`src/tig_pkg.sv`:
```
package tig_pkg;
  // Filter settings
  localparam logic [1:0] TIG_FILT_OFF = 2'h0;
  localparam logic [1:0] TIG_FILT_MED = 2'h1;
  localparam logic [1:0] TIG_FILT_HIGH = 2'h2;
  // Filter settle times in ns and derived cycle counts at 25 MHz
  localparam int TIG_CLK_NS = 40;
  localparam int TIG_FILT_MED_NS = 400;
  localparam int TIG_FILT_HIGH_NS = 2000;
  localparam int TIG_FILT_MED_CYC = (TIG_FILT_MED_NS + TIG_CLK_NS - 1) / TIG_CLK_NS;
  localparam int TIG_FILT_HIGH_CYC = (TIG_FILT_HIGH_NS + TIG_CLK_NS - 1) / TIG_CLK_NS;
  localparam int TIG_FILT_CW = 8;
  // Exposure trigger modes
  localparam logic [1:0] TIG_TRG_OFF = 2'h0;
  localparam logic [1:0] TIG_TRG_START = 2'h1;
  localparam logic [1:0] TIG_TRG_CTRL = 2'h2;
  // Acquire-enable input functions
  localparam logic [1:0] TIG_ACQ_AUTO = 2'h0;
  localparam logic [1:0] TIG_ACQ_EXT = 2'h1;
  localparam logic [1:0] TIG_ACQ_SEQSTOP = 2'h2;
  localparam int TIG_CNT_W = 16;
  typedef enum logic [1:0] {
    TIG_REC_IDLE = 2'b00,
    TIG_REC_RUN = 2'b01,
    TIG_REC_DRAIN = 2'b11
  } tig_rec_e;
endpackage : tig_pkg

```
`src/tig_cond.sv`:
```
`timescale 1ns/100ps
// Synchronise, filter and polarise one external input
module tig_cond
  import tig_pkg::*;
(
  input wire logic i_clk,
  input wire logic i_rst_n,
  input wire logic i_pin,
  input wire logic [1:0] i_filt,
  input wire logic i_invert,
  output logic o_level,
  output logic o_rise
);
  logic s1_r, s2_r;
  logic filt_r, filt_nxt;
  logic lvl_r, lvl_nxt;
  logic [TIG_FILT_CW-1:0] cnt_r, cnt_nxt;
  logic [TIG_FILT_CW-1:0] lim;

  // Refuse a settle count that the filter counter cannot reach
  if (TIG_FILT_HIGH_CYC >= (1 << TIG_FILT_CW)) begin : g_filt_chk
    $error("filter count too wide");
  end

  // Two-flop synchroniser
  always_ff @(posedge i_clk or negedge i_rst_n) begin
    if (!i_rst_n) begin
      s1_r <= 1'b0;
      s2_r <= 1'b0;
    end else begin
      s1_r <= i_pin;
      s2_r <= s1_r;
    end
  end

  // Filter needs a stable input for lim+1 cycles; polarity applied after
  always_comb begin
    unique case (i_filt)
      TIG_FILT_MED: lim = TIG_FILT_CW'(TIG_FILT_MED_CYC);
      TIG_FILT_HIGH: lim = TIG_FILT_CW'(TIG_FILT_HIGH_CYC);
      default: lim = '0;
    endcase
    filt_nxt = filt_r;
    cnt_nxt = '0;
    if (s2_r != filt_r) begin
      if (cnt_r >= lim) filt_nxt = s2_r;
      else cnt_nxt = cnt_r + 1'b1;
    end
    lvl_nxt = filt_nxt ^ i_invert;
  end

  always_ff @(posedge i_clk or negedge i_rst_n) begin
    if (!i_rst_n) begin
      filt_r <= 1'b0;
      cnt_r <= '0;
      lvl_r <= 1'b0;
    end else begin
      filt_r <= filt_nxt;
      cnt_r <= cnt_nxt;
      lvl_r <= lvl_nxt;
    end
  end

  assign o_level = lvl_r;
  assign o_rise = lvl_nxt & ~lvl_r;

  property p_filt_hold;
    @(posedge i_clk) disable iff (!i_rst_n)
      (i_filt == TIG_FILT_HIGH && $stable(i_filt) && s2_r != filt_r && cnt_r == '0)
      |=> $stable(filt_r);
  endproperty
  a_filt_hold: assert property (p_filt_hold) else $error("filter passed change early");
endmodule : tig_cond

```
`src/tig_gate.sv`:
```
`timescale 1ns/100ps
// Summary of operation
// - External acquire, high polarity: store while high
// - External acquire, low polarity: store while low
// - Sequence stop: keep recording while input active
// - Stop event: halt now or after post-count
// - Polarity selects active-high or active-low sense
// - Selectable filter off/medium/high adds delay
// - Ignore exposure trigger edge while readout busy; exposure level still follows
// - Trigger input for exposure, enable for acquire
// - Sample acquire-enable at exposure start
// - Exposure-start edge gated by acquire enable
module tig_gate
  import tig_pkg::*;
#(
  parameter int CNT_W = TIG_CNT_W
)(
  input wire logic i_clk,
  input wire logic i_rst_n,
  input wire logic i_acq_pin,
  input wire logic i_trg_pin,
  input wire logic [1:0] i_acq_filt,
  input wire logic [1:0] i_trg_filt,
  input wire logic i_acq_invert,
  input wire logic i_trg_invert,
  input wire logic [1:0] i_acq_func,
  input wire logic [1:0] i_trg_mode,
  input wire logic i_record_start,
  input wire logic i_soft_event,
  input wire logic [CNT_W-1:0] i_post_event_frame_count,
  input wire logic i_exp_start,
  input wire logic i_frame_stored,
  input wire logic i_busy,
  output logic o_exp_trigger,
  output logic o_exp_level,
  output logic o_frame_keep,
  output logic o_recording,
  output logic o_sequence_stop_event
);
  logic acq_lvl, acq_rise_unused, trg_lvl, trg_rise;
  logic keep_r, keep_nxt;
  logic stop_r, stop_nxt;
  logic acq_prev_r;
  tig_rec_e st_r, st_nxt;
  logic [CNT_W-1:0] cnt_r, cnt_nxt;
  logic ext_evt;

  // Refuse counter widths the recorder logic cannot serve
  if (CNT_W < 1 || CNT_W > 32) begin : g_cnt_chk
    $error("CNT_W out of range");
  end

  // Acquire-enable and exposure-trigger conditioners
  tig_cond u_acq (
    .i_clk(i_clk), .i_rst_n(i_rst_n), .i_pin(i_acq_pin), .i_filt(i_acq_filt),
    .i_invert(i_acq_invert), .o_level(acq_lvl), .o_rise(acq_rise_unused)
  );
  tig_cond u_trg (
    .i_clk(i_clk), .i_rst_n(i_rst_n), .i_pin(i_trg_pin), .i_filt(i_trg_filt),
    .i_invert(i_trg_invert), .o_level(trg_lvl), .o_rise(trg_rise)
  );

  // Exposure trigger: active edge, gated and busy-masked
  always_comb begin
    o_exp_trigger = 1'b0;
    if (!i_busy && trg_rise) begin
      unique case (i_trg_mode)
        TIG_TRG_START: o_exp_trigger = (i_acq_func != TIG_ACQ_EXT) || acq_lvl;
        TIG_TRG_CTRL: o_exp_trigger = 1'b1;
        default: o_exp_trigger = 1'b0;
      endcase
    end
  end
  assign o_exp_level = (i_trg_mode == TIG_TRG_CTRL) & trg_lvl;

  // Stop event: inactive level reached, or software command
  assign ext_evt = (i_acq_func == TIG_ACQ_SEQSTOP) && acq_prev_r && !acq_lvl;

  // Frame keep sampled at exposure start; recorder state
  always_comb begin
    keep_nxt = keep_r;
    if (i_exp_start) begin
      keep_nxt = (i_acq_func == TIG_ACQ_EXT) ? acq_lvl : 1'b1;
    end
    stop_nxt = 1'b0;
    st_nxt = st_r;
    cnt_nxt = cnt_r;
    unique case (st_r)
      TIG_REC_IDLE: begin
        if (i_record_start) st_nxt = TIG_REC_RUN;
      end
      TIG_REC_RUN: begin
        if (ext_evt || (i_acq_func == TIG_ACQ_SEQSTOP && i_soft_event)) begin
          stop_nxt = 1'b1;
          cnt_nxt = i_post_event_frame_count;
          st_nxt = (i_post_event_frame_count == '0) ? TIG_REC_IDLE : TIG_REC_DRAIN;
        end
      end
      TIG_REC_DRAIN: begin
        if (i_frame_stored) begin
          cnt_nxt = cnt_r - 1'b1;
          if (cnt_r == CNT_W'(1)) st_nxt = TIG_REC_IDLE;
        end
      end
      default: st_nxt = TIG_REC_IDLE;
    endcase
  end

  always_ff @(posedge i_clk or negedge i_rst_n) begin
    if (!i_rst_n) begin
      keep_r <= 1'b1;
      stop_r <= 1'b0;
      st_r <= TIG_REC_IDLE;
      cnt_r <= '0;
      acq_prev_r <= 1'b0; // Matches level reset, no false stop edge
    end else begin
      keep_r <= keep_nxt;
      stop_r <= stop_nxt;
      st_r <= st_nxt;
      cnt_r <= cnt_nxt;
      acq_prev_r <= acq_lvl;
    end
  end

  assign o_frame_keep = keep_r;
  assign o_recording = (st_r != TIG_REC_IDLE);
  assign o_sequence_stop_event = stop_r;

  property p_busy_block;
    @(posedge i_clk) disable iff (!i_rst_n) i_busy |-> !o_exp_trigger;
  endproperty
  a_busy_block: assert property (p_busy_block) else $error("trigger passed while busy");

  property p_gate;
    @(posedge i_clk) disable iff (!i_rst_n)
      (i_trg_mode == TIG_TRG_START && i_acq_func == TIG_ACQ_EXT && !acq_lvl) |-> !o_exp_trigger;
  endproperty
  a_gate: assert property (p_gate) else $error("ungated exposure start");

  property p_keep;
    @(posedge i_clk) disable iff (!i_rst_n)
      (i_exp_start && i_acq_func == TIG_ACQ_EXT) |=> (o_frame_keep == $past(acq_lvl));
  endproperty
  a_keep: assert property (p_keep) else $error("frame keep not sampled");

  property p_hold_keep;
    @(posedge i_clk) disable iff (!i_rst_n) !i_exp_start |=> $stable(o_frame_keep);
  endproperty
  a_hold_keep: assert property (p_hold_keep) else $error("keep changed off exposure");

  property p_stop_now;
    @(posedge i_clk) disable iff (!i_rst_n)
      (st_r == TIG_REC_RUN && ext_evt && i_post_event_frame_count == '0) |=> !o_recording;
  endproperty
  a_stop_now: assert property (p_stop_now) else $error("no immediate halt");

  property p_keep_rec;
    @(posedge i_clk) disable iff (!i_rst_n)
      (st_r == TIG_REC_RUN && i_acq_func == TIG_ACQ_SEQSTOP && acq_lvl && !i_soft_event)
      |=> o_recording;
  endproperty
  a_keep_rec: assert property (p_keep_rec) else $error("recording dropped while high");

  property p_drain;
    @(posedge i_clk) disable iff (!i_rst_n)
      (st_r == TIG_REC_DRAIN && cnt_r == CNT_W'(1) && i_frame_stored) |=> !o_recording;
  endproperty
  a_drain: assert property (p_drain) else $error("drain overran");

  property p_drain_stay;
    @(posedge i_clk) disable iff (!i_rst_n)
      (st_r == TIG_REC_DRAIN && cnt_r > CNT_W'(1)) |=> o_recording;
  endproperty
  a_drain_stay: assert property (p_drain_stay) else $error("drain ended early");

  // Stop event with a post count enters the drain
  property p_stop_drain;
    @(posedge i_clk) disable iff (!i_rst_n)
      (st_r == TIG_REC_RUN && ext_evt && i_post_event_frame_count != '0)
      |=> (o_recording && o_sequence_stop_event);
  endproperty
  a_stop_drain: assert property (p_stop_drain) else $error("no drain after stop");

  // Stop event stands one cycle only
  property p_stop_pulse;
    @(posedge i_clk) disable iff (!i_rst_n)
      o_sequence_stop_event |=> !o_sequence_stop_event;
  endproperty
  a_stop_pulse: assert property (p_stop_pulse) else $error("stop event held");

  // Software stop with zero post count halts at once
  property p_soft_stop;
    @(posedge i_clk) disable iff (!i_rst_n)
      (st_r == TIG_REC_RUN && i_acq_func == TIG_ACQ_SEQSTOP && i_soft_event
        && i_post_event_frame_count == '0) |=> !o_recording;
  endproperty
  a_soft_stop: assert property (p_soft_stop) else $error("soft stop ignored");

  // Record start leaves idle
  property p_start_run;
    @(posedge i_clk) disable iff (!i_rst_n)
      (st_r == TIG_REC_IDLE && i_record_start) |=> o_recording;
  endproperty
  a_start_run: assert property (p_start_run) else $error("record start ignored");

  // Trigger mode off passes no exposure trigger
  property p_trig_off;
    @(posedge i_clk) disable iff (!i_rst_n)
      (i_trg_mode == TIG_TRG_OFF) |-> !o_exp_trigger;
  endproperty
  a_trig_off: assert property (p_trig_off) else $error("trigger with mode off");

  // Exposure level only in control mode
  property p_exp_level;
    @(posedge i_clk) disable iff (!i_rst_n)
      (i_trg_mode != TIG_TRG_CTRL) |-> !o_exp_level;
  endproperty
  a_exp_level: assert property (p_exp_level) else $error("level outside control");

  // Control mode passes every idle-time edge
  property p_ctrl_pass;
    @(posedge i_clk) disable iff (!i_rst_n)
      (i_trg_mode == TIG_TRG_CTRL && !i_busy && trg_rise) |-> o_exp_trigger;
  endproperty
  a_ctrl_pass: assert property (p_ctrl_pass) else $error("control edge dropped");

  // Without external acquire every frame is kept
  property p_keep_auto;
    @(posedge i_clk) disable iff (!i_rst_n)
      (i_exp_start && i_acq_func != TIG_ACQ_EXT) |=> o_frame_keep;
  endproperty
  a_keep_auto: assert property (p_keep_auto) else $error("frame dropped in auto");
endmodule : tig_gate

```
`config.mk`:
```
export PLATFORM = sky130hd
export DESIGN_NAME = tig_gate
export DESIGN_NICKNAME = d
export VERILOG_FILES = /design/src/tig_pkg.sv /design/src/tig_cond.sv /design/src/tig_gate.sv
export SDC_FILE = /design/constraint.sdc
export NUM_CORES = 1
export LEC_CHECK = 0
export BUFFER_PORTS_ARGS = -buffer_cell sky130_fd_sc_hd__buf_4
export CELL_PAD_IN_SITES_DETAIL_PLACEMENT = 0
export CELL_PAD_IN_SITES_GLOBAL_PLACEMENT = 2
export CORE_MARGIN = 4
export CORE_UTILIZATION = 33
export CTS_BUF_LIST = sky130_fd_sc_hd__clkbuf_16
export CTS_CLUSTER_DIAMETER = 100
export DETAILED_ROUTE_END_ITERATION = 16
export PLACE_DENSITY = 0.75
export SLEW_MARGIN = 20
export SYNTH_ARGS = -nofsm -noshare
export SYNTH_HDL_FRONTEND = slang
export SYNTH_HIERARCHICAL = 1
export SYNTH_SLANG_ARGS = --single-unit
```
`constraint.sdc`:
```
create_clock -name i_clk -period 2.5 [get_ports i_clk]
set_input_delay 0.375 -clock i_clk [delete_from_list [all_inputs] [get_ports i_clk]]
set_output_delay 0.375 -clock i_clk [all_outputs]
set_load 0.005 [all_outputs]
```
* Word-level counts from Yosys, hierarchy flattened
Index checks and enable logic that the tools add are counted.
Operators by class: add/sub/neg operators 3, multiply operators 0, div/mod/pow operators 0, $lt $le $gt $ge 2, eq/ne operators 18, shift operators 0, mux-type cells 24, bitwise gates (word level) 5, reductions and logical operators 14
Operators with widths (number):
- $mux W16 | 2
- $mux W8 | 4
- $pmux W16 S2 | 1
- $pmux W6 S2 | 2
- $add A8 B1 Y8 const B | 2
- $eq A16 B1 Y1 const B | 1
- $ge A8 B6 Y1 | 2
- $logic_not A16 Y1 | 1
- $sub A16 B1 Y16 const B | 1
- $eq A2 B1 Y1 const B | 5
- $eq A2 B2 Y1 const B | 5
- $mux W2 | 5
- $mux W1 | 8
- $ne A2 B2 Y1 const B | 4
- $pmux W2 S3 | 1
- $logic_and A1 B1 Y1 | 4
- $reduce_and A4 Y1 | 1
- $reduce_bool A2 Y1 | 2
- $reduce_and A3 Y1 | 1
- $and A1 B1 Y1 | 2
- $logic_not A1 Y1 | 2
- $logic_not A2 Y1 | 1
- $logic_or A1 B1 Y1 | 2
- $ne A1 B1 Y1 | 2
- 4 further kinds | 5
Word-level totals: register bits 45, latch bits 0, RAM bits 0, memory bits (read-only) 0, output and inout bits 5, word-level logic and storage cells 81, memories kept 0

* Longest topological paths before layout
word-level depth 9, depth in mapped cells 9, depth with buffers taken out 9

* Modules after synthesis
The synthesis kept the hierarchy.
By module, submodules not included:
- tig_gate | times used 1, cells an instance 174, area each 1505.2 µm², seq. area each 526.8 µm²
- tig_cond | times used 2, cells an instance 60, area each 674.4 µm², seq. area each 300.3 µm²

* Worst setup path after synthesis
Ideal clock, no wire load.
path kind input-to-output, start point input i_trg_filt[0], end point output o_exp_trigger, arrival 2.109 ns, path slack 0.016 ns, stages on the path 9, buffers on the path 0, cells stage by stage inv_1 -> ha_1 -> inv_1 -> ha_1 -> a2111oi_0 -> nand2_1 -> o211ai_2 -> mux2_1 -> nor4b_1
On the way: word-level cells in the longest chain between the ends 9, elaborated cells between the ends (all ways) 10, classes of those cells order compare (1); eq/ne (2); mux (4); bitwise (2); reduce/logical (1)
Ends and longest elaborated chain:
- from (decl) | line tig_gate.sv:23 | input wire logic [1:0] i_trg_filt,
- $eq A2 B2 Y1 or $eq A2 B1 Y1 (tied branches) | line tig_cond.sv:38 | unique case (i_filt)
- $pmux W6 S2 * | line tig_cond.sv:38
- $ge A8 B6 Y1 * | line tig_cond.sv:46 | if (cnt_r >= lim) filt_nxt = s2_r;
- $mux W1 * | line tig_cond.sv:46
- $mux W1 * | line tig_cond.sv:45 | if (s2_r != filt_r) begin
- named net u_trg.filt_nxt | line tig_cond.sv:15 | logic filt_r, filt_nxt;
- $xor A1 B1 Y1 * | line tig_cond.sv:49 | lvl_nxt = filt_nxt ^ i_invert;
- $and A1 B1 Y1 * | line tig_cond.sv:65 | assign o_rise = lvl_nxt & ~lvl_r;
- named net trg_rise | line tig_gate.sv:40 | logic acq_lvl, acq_rise_unused, trg_lvl, trg_rise;
- $logic_and A1 B1 Y1 * | line tig_gate.sv:66 | if (!i_busy && trg_rise) begin
- $mux W1 * | line tig_gate.sv:66
- to (decl) | line tig_gate.sv:34 | output logic o_exp_trigger,
The timed path passes the listed nets; every way through them passes the cells marked *.

* Worst setup path after layout
Same ends and word-level chain as after synthesis.

==> results.toml <==
[timing]
slew_viol_final = 0
worst_pin_slew_ns = 0.664
finalCritPeriodShare = 1.06
slew_headroom = 0.556
finalSetupViolations = 1
max_freq_mhz = 378
setup_slack_ns = -0.148
fin_crit_ns = 2.65
rsz0062_at_grt = "yes"
finalHoldViolCount = 0
fin_skew_ns = 0.00777

[setup_path]
crit_type = "in -> out"
reg2reg_depth = 5
required_ns = 2.12
crit_chain = "buf_8 -> inv_4 -> ha_4 -> inv_2 -> ha_4 -> or3b_4 -> o221a_1 -> o211ai_2 -> mux2_4 -> nor4b_4 -> buf_4"
cp_slowest_cell = "or3b_4"
cp_num_buf_inv = 4
path_max_fanout = 2
cpMostUsedCell = "ha_4"
rr_startpoint = "u_acq/cnt_r[3]$_DFF_PN0_"
arrival_ns = 2.27
r2r_slack_ns = 0.40
r2r-end = "u_acq/cnt_r[5]$_DFF_PN0_"
endpoint_kind = "primary output"
cp_slowest_stage_delay_ns = 0.37
setup.worst_path.start_class = "input port"
cp_top_family = "simple AND/OR/NAND/NOR gates"
cp.depth = 11

[global_routing]
grt_pass1_wl_mm = 11.3
grtUsageTotal = 0.140
grt_max_degree = 46
antenna_found_initial = 0
grt_pass1_vias = 2280
grt_overflow = 0

[placement]
gp_congestion = 0.798
portBuffers = 39
preCtsSetupSlack_ns = -0.272
dp_hpwl_mm = 4.71

[pwr]
p_leak_uw = 0.00157
vdd_drop_max_v = 0.000364
p_per_area_nw_per_um2 = 845

[floorplanning]
io_pins = 40
die_w_um = 101
core-area_sq_um = 8300
die_y_um = 101
initial_core_util = 0.341
num_rows = 33
die-area_sq_um = 10100

[hold_path]
hp-class = "in -> async"

[clock_network]
clock_path_buffers = 2
cts_inserted_buffers = 5
cts.sinks = 45
cts-root-buf = "clkbuf_16"
clkLatencyLatePin_ns = 0.29
htree_levels = 2
holdBufCountCts = 0
cts_tree = "yes"
clk_pin_slew_ns = 0.07

[drt]
first_iter_violations = 63
num_vias = 2309
ant_nets = 0
first_pass_iters = 4
wl_mm = 6.81
drc = 0
avgViaCountPerCell = 5.19
wl_per_cell_um = 15.3

[final_layout]
seq_area_sq_um = 1130
final_nets = 392
drive_gt1_frac = 0.306
fin_util = 0.432
n_antenna_cell = 0
areaGrowthSynthToFinish_pct = 26.6
multiInputGateArea_sq_um = 1660
n_fill_cell = 823

[yosys]
synth_nets = 344
yosys_warnings = 6
netlist_area_sq_um = 2830
avgSynthCellArea_sq_um = 9.73
synthCells = 291

[status]
outcome = "complete, but fails checks"
violations = "setup timing"

[run]
maxCapViolations = 0
-- cell usage in the layout (no fill, tap or decap), types with 3 or more instances in the layout --
cell       count
and3_1         6
a22oi_1        5
a41oi_1        3
o211ai_2       3
dfrtp_1       44
nand2_1       13
buf_4         51
ha_1          13
ha_4           4
clkbuf_16      5
nor4_1         6
nand3_1       15
a21oi_1       11
nand4_1        6
inv_1         19
xor2_1         6
nor2_1        20
xnor2_1        8
or3b_1         3
a31oi_1        7
o22a_1         8
nor3_1         4
nor2_2        12
o211ai_1       4
o21ai_0        3
nor2b_1        5
inv_2          4
and2_1         4
mux2i_1        3
-- final cells by class --
| class | instances | area share |
|---|---|---|
| clock buffers | 5 | 0.0349 |
| clock inverters | 3 | 0.0129 |
| inverters | 24 | 0.0258 |
| multi-input cells | 210 | 0.461 |
| flip-flops and latches | 45 | 0.314 |
| well taps | 105 | 0.0366 |
| repair buffers | 53 | 0.114 |
-- where the power goes --
| part | switching, uW | internal [uW] |
|---|---|---|
| Combinational | 617 | 493 |
| Sequential | 245 | 905 |
| Clock | 299 | 473 |
| Total | 1160 | 1870 |
-- sequential cells by signal, summed over array words and instances (netlist names) --
| name | flops |
|---|---|
| o_frame_keep | 1 |
| u_trg/s1_r | 1 |
| u_trg/cnt_r | 8 |
| u_acq/filt_r | 1 |
| u_acq/s1_r | 1 |
| u_acq/cnt_r | 8 |
| st_r | 2 |
| u_trg/s2_r | 1 |
| cnt_r | 16 |
| o_sequence_stop_event | 1 |
| u_trg/filt_r | 1 |
| u_acq/s2_r | 1 |
| u_trg/o_level | 1 |
| acq_prev_r | 1 |
| u_acq/o_level | 1 |
-- worst reg2reg max path: stages, from the launching register on --
cell and delay, ns:
dfrtp_1 0.41, ha_1 0.24, or3b_1 0.39, o221a_1 0.25, or3b_1 0.56, nor2_2 0.18
-- what timing repair did --
action / in CTS / in global routing
endpoints found under the setup margin: 1 / 1
pin swaps: 8 / 1
buffers inserted: 3 / 1
resized for setup: 24 / 2
-- metal layers --
metal / up-vias / part of all wire / wire (um) / track usage
met5: - / 0 / 0 / 0
met2: 36 / 0.45 / 3100 / 0.216
met1: 1118 / 0.49 / 3350 / 0.196
li1: 1143 / - / - / -
met4: 0 / 0.018 / 124 / 0.0497
met3: 12 / 0.035 / 236 / 0.0284
-- worst max path at each step --
stage | from | end | slack, ns
after CTS | i_trg_filt[0] | o_exp_trigger | -0.16
final | i_trg_filt[0] | o_exp_trigger | -0.15
after global placement | i_trg_filt[0] | o_exp_trigger | -0.28
after floorplan | i_trg_filt[0] | o_exp_trigger | 0.02
after global routing | u_trg/cnt_r[5]$_DFF_PN0_ | o_exp_trigger | -0.24
after detailed placement | i_trg_filt[0] | o_exp_trigger | -0.27
-- through the flow --
step	cells	hold slack (ns)	power (uW)	TNS, ns	cell area (sq um)
2_1_floorplan	291	0.0794	1920	0	2830
3_3_place_gp	433	0.332	2240	-0.285	3260
3_5_place_dp	433	0.336	2240	-0.272	3260
4_1_cts	444	0.122	3070	-0.156	3560
5_1_grt	445	0.149	3250	-0.245	3590
6_report	445	0.0972	3030	-0.148	3590
Note: power is estimated with default switching activity, not from simulation.
